===== src/apr_pkg.sv =====
// Shared constants and types for the two-wire register access block.
package apr_pkg;

    // ----------------------------------------------------------------
    // Register selector codes and register layout
    // ----------------------------------------------------------------
    localparam logic [1:0] SEL_RESULT = 2'h0;
    localparam logic [1:0] SEL_CONFIG = 2'h1;
    localparam logic [1:0] SEL_LOWLIM = 2'h2;
    localparam logic [1:0] SEL_HIGHLIM = 2'h3;
    localparam logic [1:0] SEL_RESET = 2'h0;
    localparam logic [15:0] CONFIG_RESET = 16'h8583;
    localparam logic [15:0] RESULT_RESET = 16'h0000;
    localparam logic [15:0] LOWLIM_RESET = 16'h8000;
    localparam logic [15:0] HIGHLIM_RESET = 16'h7ff0;
    localparam logic [15:0] ABSENT_READ = 16'h0000;
    localparam logic [3:0] RESULT_PAD = 4'h0;
    localparam int CFG_START_BIT = 15;
    localparam int CFG_MODE_BIT = 8;

    // ----------------------------------------------------------------
    // Conversion code limits (12-bit two's complement)
    // ----------------------------------------------------------------
    localparam int CODE_W = 12;
    localparam int CODE_MAX = 2047;
    localparam int CODE_MIN = -2048;
    localparam logic [11:0] CODE_POS_FS = 12'h7ff;
    localparam logic [11:0] CODE_NEG_FS = 12'h800;

    // ----------------------------------------------------------------
    // Bus framing constants
    // ----------------------------------------------------------------
    localparam logic [4:0] TARGET_BASE = 5'h12;
    localparam logic [7:0] GCALL_ADDR = 8'h00;
    localparam logic [7:0] GCALL_RESET = 8'h06;
    localparam logic [3:0] BITS_PER_BYTE = 4'h8;
    localparam logic [3:0] LAST_TX_BIT = 4'h7;
    localparam logic [1:0] IDX_SELECT = 2'h0;
    localparam logic [1:0] IDX_MSB = 2'h1;
    localparam logic [1:0] IDX_LSB = 2'h2;

    // Protocol engine states.
    typedef enum logic [2:0] {
        ST_IDLE,
        ST_ADDR,
        ST_ACK,
        ST_RX,
        ST_TX,
        ST_TXACK
    } apr_state_e;

endpackage : apr_pkg


===== src/apr_register_access.sv =====
// Two-wire bus target with register selector, result and configuration registers.
//
// Overview of operation
// - Device acknowledges the select byte; controller then stops or restarts.
// - Every read returns the register picked by the latest written selector, or the result register after a general call reset.
// - Selector persists across transfers until another write changes it.
// - Address plus select byte then stop only updates the selector.
// - Two low target address bits follow the address strap.
// - Results are 12-bit two's complement, left justified in 16 bits.
// - Results saturate at 7FF0h and 8000h beyond full scale.
// - Select byte resets to zero; low two bits choose among four registers.
// - Result register holds latest conversion and reads zero after power-up.
// - Result is read-only; bits 3 down to 0 always read zero.
// - Limit registers read zero without comparator; configuration steers and reports.
// - Configuration resets to 8583h with the listed field layout.
// - Sixteen-bit registers travel most significant byte first.
// - Target address is 1001000 to 1001011 by strap setting.
// - General call with 06h resets registers and enters power-down.
`timescale 1ns/1ps
module apr_register_access
    import apr_pkg::*;
#(
    parameter int RAW_W = 16,
    parameter bit HAS_CMP = 1'b1
)(
    input wire logic mclk,
    input wire logic rst_n,
    input wire logic sclIn,
    input wire logic sdaIn,
    output logic sdaOut,
    output logic sdaOe,
    input wire logic [1:0] strapSel,
    input wire logic convDone,
    input wire logic signed [RAW_W-1:0] rawSample,
    input wire logic convBusy,
    output logic convStart,
    output logic gcallReset,
    output logic [2:0] inputSelect,
    output logic [2:0] gainRange,
    output logic singleShotMode,
    output logic [2:0] sampleRateSel,
    output logic cmpType,
    output logic cmpPolarity,
    output logic cmpLatching,
    output logic [1:0] cmpQueue,
    output logic [15:0] lowLimitReg,
    output logic [15:0] highLimitReg
);

    // ----------------------------------------------------------------
    // State record
    // ----------------------------------------------------------------
    typedef struct packed {
        logic sclS1;
        logic sclS2;
        logic sclPrev;
        logic sdaS1;
        logic sdaS2;
        logic sdaPrev;
        logic [1:0] strapS1;
        logic [1:0] strapS2;
        apr_state_e state;
        logic [3:0] bitCnt;
        logic [7:0] shift;
        logic [1:0] byteIdx;
        logic isRead;
        logic isGcall;
        logic sdaDrive;
        logic ackd;
        logic [1:0] selector;
        logic [15:0] txWord;
        logic [7:0] msbHold;
        logic [15:0] result;
        logic [14:0] cfg;
        logic [15:0] lowLim;
        logic [15:0] highLim;
        logic convStart;
        logic gcallReset;
    } apr_state_s;

    localparam apr_state_s STATE_RESET = '{
        sclS1: 1'b1, sclS2: 1'b1, sclPrev: 1'b1,
        sdaS1: 1'b1, sdaS2: 1'b1, sdaPrev: 1'b1,
        strapS1: 2'h0, strapS2: 2'h0, state: ST_IDLE,
        bitCnt: 4'h0, shift: 8'h00, byteIdx: IDX_SELECT,
        isRead: 1'b0, isGcall: 1'b0, sdaDrive: 1'b0, ackd: 1'b0,
        selector: SEL_RESET, txWord: 16'h0000, msbHold: 8'h00,
        result: RESULT_RESET, cfg: CONFIG_RESET[14:0],
        lowLim: LOWLIM_RESET, highLim: HIGHLIM_RESET,
        convStart: 1'b0, gcallReset: 1'b0
    };

    apr_state_s q;
    apr_state_s d;

    // Clamps a raw sample into the 12-bit code range and left-justifies it.
    function automatic logic [15:0] satCode(input logic signed [RAW_W-1:0] raw);
        logic [11:0] code;
        code = raw[CODE_W-1:0];
        if (raw > CODE_MAX) code = CODE_POS_FS;
        if (raw < CODE_MIN) code = CODE_NEG_FS;
        return {code, RESULT_PAD};
    endfunction : satCode

    // Read multiplexer; limit registers read zero when the comparator is absent.
    function automatic logic [15:0] regRead(input apr_state_s s, input logic busy);
        logic [15:0] v;
        case (s.selector)
            SEL_RESULT: v = s.result;
            SEL_CONFIG: v = {~busy, s.cfg};
            SEL_LOWLIM: v = HAS_CMP ? s.lowLim : ABSENT_READ;
            default: v = HAS_CMP ? s.highLim : ABSENT_READ;
        endcase
        return v;
    endfunction : regRead

    // ----------------------------------------------------------------
    // Next-state logic
    // ----------------------------------------------------------------
    logic sclRise;
    logic sclFall;
    logic startCond;
    logic stopCond;
    logic byteDone;
    logic [6:0] myAddr;

    // Bus condition decode on the synchronised lines.
    always_comb
    begin
        sclRise = q.sclS2 & ~q.sclPrev;
        sclFall = ~q.sclS2 & q.sclPrev;
        startCond = q.sclS2 & q.sclPrev & q.sdaPrev & ~q.sdaS2;
        stopCond = q.sclS2 & q.sclPrev & ~q.sdaPrev & q.sdaS2;
        byteDone = sclFall & (q.bitCnt == BITS_PER_BYTE);
        myAddr = {TARGET_BASE, q.strapS2};
    end

    // Protocol engine and register updates.
    always_comb
    begin
        d = q;
        d.sclS1 = sclIn;
        d.sclS2 = q.sclS1;
        d.sclPrev = q.sclS2;
        d.sdaS1 = sdaIn;
        d.sdaS2 = q.sdaS1;
        d.sdaPrev = q.sdaS2;
        d.strapS1 = strapSel;
        d.strapS2 = q.strapS1;
        d.convStart = 1'b0;
        d.gcallReset = 1'b0;
        if (startCond)
        begin
            d.state = ST_ADDR;
            d.bitCnt = 4'h0;
            d.byteIdx = IDX_SELECT;
            d.sdaDrive = 1'b0;
        end
        else if (stopCond)
        begin
            d.state = ST_IDLE;
            d.sdaDrive = 1'b0;
        end
        else
        begin
            case (q.state)
                ST_ADDR, ST_RX:
                begin
                    if (sclRise)
                    begin
                        d.shift = {q.shift[6:0], q.sdaS2};
                        d.bitCnt = q.bitCnt + 4'h1;
                    end
                    if (byteDone)
                    begin
                        d.bitCnt = 4'h0;
                        d.state = ST_ACK;
                        d.sdaDrive = 1'b1;
                        if (q.state == ST_ADDR)
                        begin
                            d.isGcall = 1'b0;
                            d.isRead = q.shift[0];
                            if (q.shift[7:1] == myAddr)
                            begin
                                d.txWord = regRead(q, convBusy);
                            end
                            else if (q.shift == GCALL_ADDR)
                            begin
                                d.isGcall = 1'b1;
                            end
                            else
                            begin
                                d.state = ST_IDLE;
                                d.sdaDrive = 1'b0;
                            end
                        end
                        else if (q.isGcall)
                        begin
                            if (q.shift == GCALL_RESET)
                            begin
                                d.selector = SEL_RESET;
                                d.result = RESULT_RESET;
                                d.cfg = CONFIG_RESET[14:0];
                                d.lowLim = LOWLIM_RESET;
                                d.highLim = HIGHLIM_RESET;
                                d.gcallReset = 1'b1;
                            end
                        end
                        else
                        begin
                            d.byteIdx = (q.byteIdx == IDX_LSB) ? IDX_MSB : q.byteIdx + 2'h1;
                            case (q.byteIdx)
                                IDX_SELECT: d.selector = q.shift[1:0];
                                IDX_MSB: d.msbHold = q.shift;
                                default:
                                begin
                                    case (q.selector)
                                        SEL_CONFIG:
                                        begin
                                            d.cfg = {q.msbHold[6:0], q.shift};
                                            d.convStart = q.msbHold[7] & q.cfg[CFG_MODE_BIT]
                                                & ~convBusy;
                                        end
                                        SEL_LOWLIM: d.lowLim = {q.msbHold, q.shift};
                                        SEL_HIGHLIM: d.highLim = {q.msbHold, q.shift};
                                        default: d.result = q.result;
                                    endcase
                                end
                            endcase
                        end
                    end
                end
                ST_ACK:
                begin
                    if (sclFall)
                    begin
                        d.state = q.isRead ? ST_TX : ST_RX;
                        d.sdaDrive = q.isRead & ~q.txWord[15];
                    end
                end
                ST_TX:
                begin
                    if (sclFall)
                    begin
                        d.txWord = {q.txWord[14:0], q.txWord[15]};
                        d.bitCnt = q.bitCnt + 4'h1;
                        d.sdaDrive = ~q.txWord[14];
                        if (q.bitCnt == LAST_TX_BIT)
                        begin
                            d.state = ST_TXACK;
                            d.sdaDrive = 1'b0;
                            d.bitCnt = 4'h0;
                        end
                    end
                end
                ST_TXACK:
                begin
                    if (sclRise) d.ackd = ~q.sdaS2;
                    if (sclFall)
                    begin
                        d.state = q.ackd ? ST_TX : ST_IDLE;
                        d.sdaDrive = q.ackd & ~q.txWord[15];
                    end
                end
                default: d.sdaDrive = 1'b0;
            endcase
        end
        // A finished conversion always lands, even beside a general call reset.
        if (convDone) d.result = satCode(rawSample);
    end

    // State register.
    always_ff @(posedge mclk or negedge rst_n)
    begin
        if (!rst_n) q <= STATE_RESET;
        else q <= d;
    end

    // ----------------------------------------------------------------
    // Outputs
    // ----------------------------------------------------------------
    // Open-drain data line: only ever pulled low.
    assign sdaOut = 1'b0;
    assign sdaOe = q.sdaDrive;
    assign convStart = q.convStart;
    assign gcallReset = q.gcallReset;
    // Configuration fields steer the converter.
    assign inputSelect = q.cfg[14:12];
    assign gainRange = q.cfg[11:9];
    assign singleShotMode = q.cfg[CFG_MODE_BIT];
    assign sampleRateSel = q.cfg[7:5];
    assign cmpType = q.cfg[4];
    assign cmpPolarity = q.cfg[3];
    assign cmpLatching = q.cfg[2];
    assign cmpQueue = q.cfg[1:0];
    assign lowLimitReg = q.lowLim;
    assign highLimitReg = q.highLim;

    logic ptrByte;
    logic gcReset;
    assign ptrByte = byteDone & (q.state == ST_RX) & ~q.isGcall & (q.byteIdx == IDX_SELECT)
        & ~startCond & ~stopCond;
    assign gcReset = byteDone & (q.state == ST_RX) & q.isGcall & (q.shift == GCALL_RESET)
        & ~startCond & ~stopCond & ~convDone;
endmodule : apr_register_access

===== config.mk =====
export PLATFORM = sky130hd
export DESIGN_NAME = apr_register_access
export DESIGN_NICKNAME = d
export VERILOG_FILES = /design/src/apr_pkg.sv /design/src/apr_register_access.sv
export SDC_FILE = /design/constraint.sdc
export NUM_CORES = 1
export LEC_CHECK = 0
export CAP_MARGIN = 30
export CORE_MARGIN = 1
export CORE_UTILIZATION = 41
export CTS_BUF_LIST = sky130_fd_sc_hd__clkbuf_2
export DETAILED_ROUTE_END_ITERATION = 12
export DONT_BUFFER_PORTS = 1
export HOLD_SLACK_MARGIN = 0.05
export PLACE_DENSITY = 0.52
export RECOVER_POWER = 50
export SLEW_MARGIN = 20
export SYNTH_ARGS = -nofsm -noshare
export SYNTH_HDL_FRONTEND = slang
export SYNTH_SLANG_ARGS = --single-unit

===== constraint.sdc =====
create_clock -name mclk -period 3.46 [get_ports mclk]
set_clock_uncertainty 0.2 [all_clocks]
set_input_delay 0.173 -clock mclk [delete_from_list [all_inputs] [get_ports mclk]]
set_output_delay 0.173 -clock mclk [all_outputs]
set_load 0.01 [all_outputs]

# Yosys cells after proc, flatten, opt, wreduce, memory -nomap -nowiden
# Index checks and enable logic that the tools add are counted.
# word_totals
in_bits	24
register_bits	122
wordCells	177
# op_classes
n_mux	60
addsub	2
n_bitwise	23
n_lt_le_gt_ge	2
eq_ne	33
n_reduce_logical	32
# op_table
operator	n
$mux 65	3
$mux 63	2
$mux 16	7
$mux 89	1
$mux 73	1
$mux 12	4
$mux 48	1
$pmux 16 s3	1
$pmux 16 s2	1
$mux 7	4
$reduce_and 7->1	4
$ne 4x4->1 const B	6
$reduce_and 8->1	3
$mux 2	11
$reduce_bool 2->1	11
$mux 3	6
$ne 2x2->1 const B	9
$gt 16x12->1 const B	1
$lt 16x12->1 const B	1
$mux 8	2
$reduce_and 4->1	4
$mux 15	1
$and 1x1->1	12
$pmux 3 s4	1
25 further kinds	55

# Longest topological paths before layout
# depth
ltp_word	11
mapped_depth	9

# Worst setup path before layout
# Ideal clock, no wire load.
# synth_timing
kind	register -> register
start	register q[105] (netlist name)
end	register q[65] (netlist name)
path_stages_with_launch	7
path_buffers	0
setup_time_ns	0.125
arrival_time_ns	2.101
path_slack_ns	1.034
path_cell_list	dfrtp_1 inv_1 ha_1 nand3b_1 or4b_4 nor4b_4 mux2_2
# synth_via
elab_chain_len	3
# synth_lines
item	line_no	source
start, declared	apr_register_access.sv:93	apr_state_s q;
start signal, assigned	apr_register_access.sv:275	if (!rst_n) q <= STATE_RESET;
start signal, assigned	apr_register_access.sv:276	else q <= d;
$eq 4x4->1	apr_register_access.sv:134	byteDone = sclFall & (q.bitCnt == BITS_PER_BYTE);
$and 1x1->1	apr_register_access.sv:134	
$reduce_and 7->1 (no source line)	--	
# Every way passes these cells.
# A chain may end at the register's enable or synchronous reset.

# Worst setup path after layout
# layout_timing
start	register q[106] (netlist name)
end	register q[64] (netlist name)
# layout_via
elab_chain_len	4
# layout_lines
item	line_no
$eq 4x4->1	apr_register_access.sv:134
$and 1x1->1	apr_register_access.sv:134
$reduce_bool 2->1 (no source line)	--
$reduce_and 7->1 (no source line)	--
# Every way passes these cells.

==> out/results.tsv <==
stage	metric	value	unit
global_routing	met3_usage	5.798	%
logic_synthesis	synth_edf_count	0	
sta	drv_slew	119	
cells_and_area	nets	538	
sta	timing.fmax	0.3142	GHz
sta	setup_viol	0	
hold_path	hp-class	reg -> reg	
floorplanning	die_area	14350	µm²
logic_synthesis	netlist_area	5690	µm²
clocking	cts_setup_buffers	0	
setup_path	path_cells	inv_1, ha_1, nand3b_1, or4b_4, nor2_1, nor2_1, a22o_1, dlygate4sd3_1	
logic_synthesis	ys.flop_type	dfrtp_1	
power_and_ir_drop	cellLeakagePower	2.655	nW
logic_synthesis	ys_ff_latch	118	
power_and_ir_drop	power_frac_seq	62.7	%
sta	maxSlewHeadroom	-6.410	%
sta	fin_crit_sh	91.98	%
power_and_ir_drop	p_per_area	374.5	nW/µm²
route	vias_per_cell	5.708	
clocking	cts_resized	0	
logic_synthesis	syn_inst	506	
cells_and_area	final_util	46.32	%
power_and_ir_drop	power.share.clock	29.8	%
logic_synthesis	syn_avg_cell_area	11.25	µm²
logic_synthesis	netlist.area_leader.share	41.78	%
placement	place.gp.congestion	0.8784	
cells_and_area	area_growth	9.081	%
floorplanning	die_w	119.8	µm
setup_path	cp_num_buf_inv	2	
route	finalWirelength	14.60	mm
logic_synthesis	synth_seq_area_share	52.40	%
clocking	path_clk_slew	0.16	ns
clocking	cts-root-to-sink-buffers	2	
floorplanning	io_pins	75	
power_and_ir_drop	combPwrFrac	7.4	%
setup_path	critPathKind	reg -> reg	
cells_and_area	fin_cells	702	
floorplanning	coreArea	13400	µm²
route	postRouteAntennaNets	0	
cells_and_area	layout-drive-gt1-share	19.24	%
placement	port_buffers	0	
sta	final.min_clock_period	3.183	ns
global_routing	grt_usage	21.91	%
flow_run	maxCapViolations	1	
logic_synthesis	async_reset_ff_share	100.0	%
global_routing	grt.busiest_layer	met2	
placement	dpl.hpwl	9.523	mm
route	first_iter_violations	249	
floorplanning	dieHeight	119.8	µm
logic_synthesis	synth.yosys.warnings	0	
setup_path	critPathMaxFanout	12	
floorplanning	start_util	42.46	%
power_and_ir_drop	power.switching	0.0006398	W
clocking	cts-root-buf	clkbuf_2	
power_and_ir_drop	peakVddDrop	169.1	µV
cells_and_area	multi_input_area	2230	µm²
cells_and_area	fillers	1267	
global_routing	grt_start_max_net_pins	119	
clocking	clock_latency	0.68	ns
sta	tns	0	ns
placement	dpl.cell_count	620	
floorplanning	row_count	42	
setup_path	worstPathArrival	3.55	ns
logic_synthesis	synth_area_leaders	dfrtp_1, dfstp_2, buf_4, a22o_1, mux4_2	
sta	rsz0062_at_grt	false	
setup_path	critPathSlowestCell	or4b_4	
power_and_ir_drop	netSwitchingFraction	27.52	%
global_routing	globalRouteMet1Util	30.78	%
global_routing	overflow	0	
setup_path	crit_path_end_kind	register	
setup_path	cp_data_required_time	3.82	ns
power_and_ir_drop	p_int	0.001685	W
sta	final_hold_viol_count	0	
clocking	cts_tree	done	
cells_and_area	register_area	2982	µm²
clocking	htreeDepth	4	
clocking	cts_buffers	17	
global_routing	grt_use_met2	32.73	%
clocking	holdBufCountCts	49	
setup_path	cp_common_cell	nor2_1	
route	via_count	4007	
setup_path	crit_path_max_incr_delay	0.67	ns
global_routing	grt_pass1_wl	23.29	mm
logic_synthesis	yosysTopAreaCell	dfrtp_1	
route	wire_per_inst	20.79	µm
setup_path	cp-start-kind	register	
run_status	violations	capacitance limit, slew limit	
setup_path	crit_family	simple AND/OR/NAND/NOR gates	
global_routing	antenna_found_initial	1	
clocking	clock_sinks	118	
logic_synthesis	synth_nets	532	
sta	holdWs	0.1658	ns
global_routing	grt_pass1_vias	4069	
logic_synthesis	ys_types	57	
route	drc_errors	0	
setup_path	rrSetupSlack	0.28	ns
run_status	status	complete, but fails checks	
sta	tightest_slew	1.596	ns
route	drtPass1Iterations	5	
==> synthesized netlist by cell type (2+ instances only) <==
library cell  number
a21oi_1            7
a22o_1            32
a22oi_1           16
a2bb2oi_1          2
a31oi_1            4
and2_1             3
and3_1             2
buf_2              9
buf_4             44
clkbuf_1          20
dfrtp_1           95
dfstp_2           23
ha_1               2
inv_1              8
mux2_1             2
mux2_2            18
mux4_2            12
nand2_1           44
nand2b_1           6
nand3_1           10
nand4_1            2
nor2_1            30
nor2b_1           10
nor3_1             7
nor3b_1            2
nor4_1             3
o21ai_0           34
o22a_1            17
o22ai_1            3
o2bb2ai_1         11
xor2_1             2
==> cell usage in the layout, fill, tap and decap left out, drive strengths merged, types with 16 or more instances in the layout <==
master	instances
o21ai	34
mux2	20
clkbuf	21
nor2	30
a22oi	16
dfstp	23
dfrtp	95
a22o	32
nand2	44
dlygate4sd3	48
o22a	17
==> stage by stage <==
step           setup slack (ns)  instance area, µm²  power, W
2_1_floorplan             1.034                5690  0.001542
3_3_place_gp             0.7523                5552  0.001571
3_5_place_dp             0.6492                5552  0.001574
4_1_cts                  0.3057                6225  0.002360
5_1_grt                  0.1027                6207  0.002446
6_report                 0.2774                6207  0.002325
==> sequential cells by signal, summed over array words and instances, names as in the netlist <==
signal          flops
cmpType             1
gcallReset          1
cmpLatching         1
d                   6
convStart           1
highLimitReg       16
sdaOe               1
singleShotMode      1
myAddr              2
inputSelect         3
lowLimitReg        16
q                  60
sampleRateSel       3
cmpPolarity         1
gainRange           3
cmpQueue            2
==> power by group through the flow <==
stage                     registers (W)  logic (W)  clock network, W
after floorplan                 0.00145  0.0000917                 0
after global placement          0.00148  0.0000900                 0
after detailed placement        0.00148  0.0000924                 0
after CTS                       0.00146   0.000178          0.000724
after global routing            0.00146   0.000194          0.000787
final                           0.00146   0.000173          0.000694
==> final timing paths <==
path / startpoint / end / cells past startpoint
max: q[106] / q[64] / 8
min: d[113] / myAddr[1] / 0
max reg2reg: q[106] / q[64] / 8
min reg2reg: d[113] / myAddr[1] / 0
max in group asynchronous: rst_n / q[109] / 3
min in group asynchronous: rst_n / highLimitReg[15] / 3
==> routing by layer <==
metal,share of wire (%),wire length (µm),vias up
met5,0,0,-
met4,1.4,211,0
met3,6.5,956,20
met2,46,6729,126
met1,46,6700,2044
li1,-,-,1817
==> layout make-up <==
cell class / count / area share [%]
well taps: 176 / 3.548
flip-flops and latches: 118 / 48.03
clock buffers: 20 / 1.613
clock inverters: 12 / 1.048
repair buffers: 61 / 9.313
multi-input cells: 306 / 35.92
inverters: 8 / 0.4838
diodes: 1 / 0.04031
==> cells by family (layout without fill, tap and decap cells) <==
group / Yosys count / after routing / share of synthesized area (%)
multiplexers: 33 / 33 / 8.883
AO/OA/AOI/OAI: 137 / 137 / 17.77
adder cells (fa/ha/maj): 2 / 2 / 0.4397
other: 1 / 2 / 0.06590
flip-flops: 118 / 118 / 52.40
buffers and inverters: 82 / 101 / 8.509
AND/OR/NAND/NOR: 130 / 130 / 11.48
XOR/XNOR: 3 / 3 / 0.4618
Power figures use the tool's default switching activity.
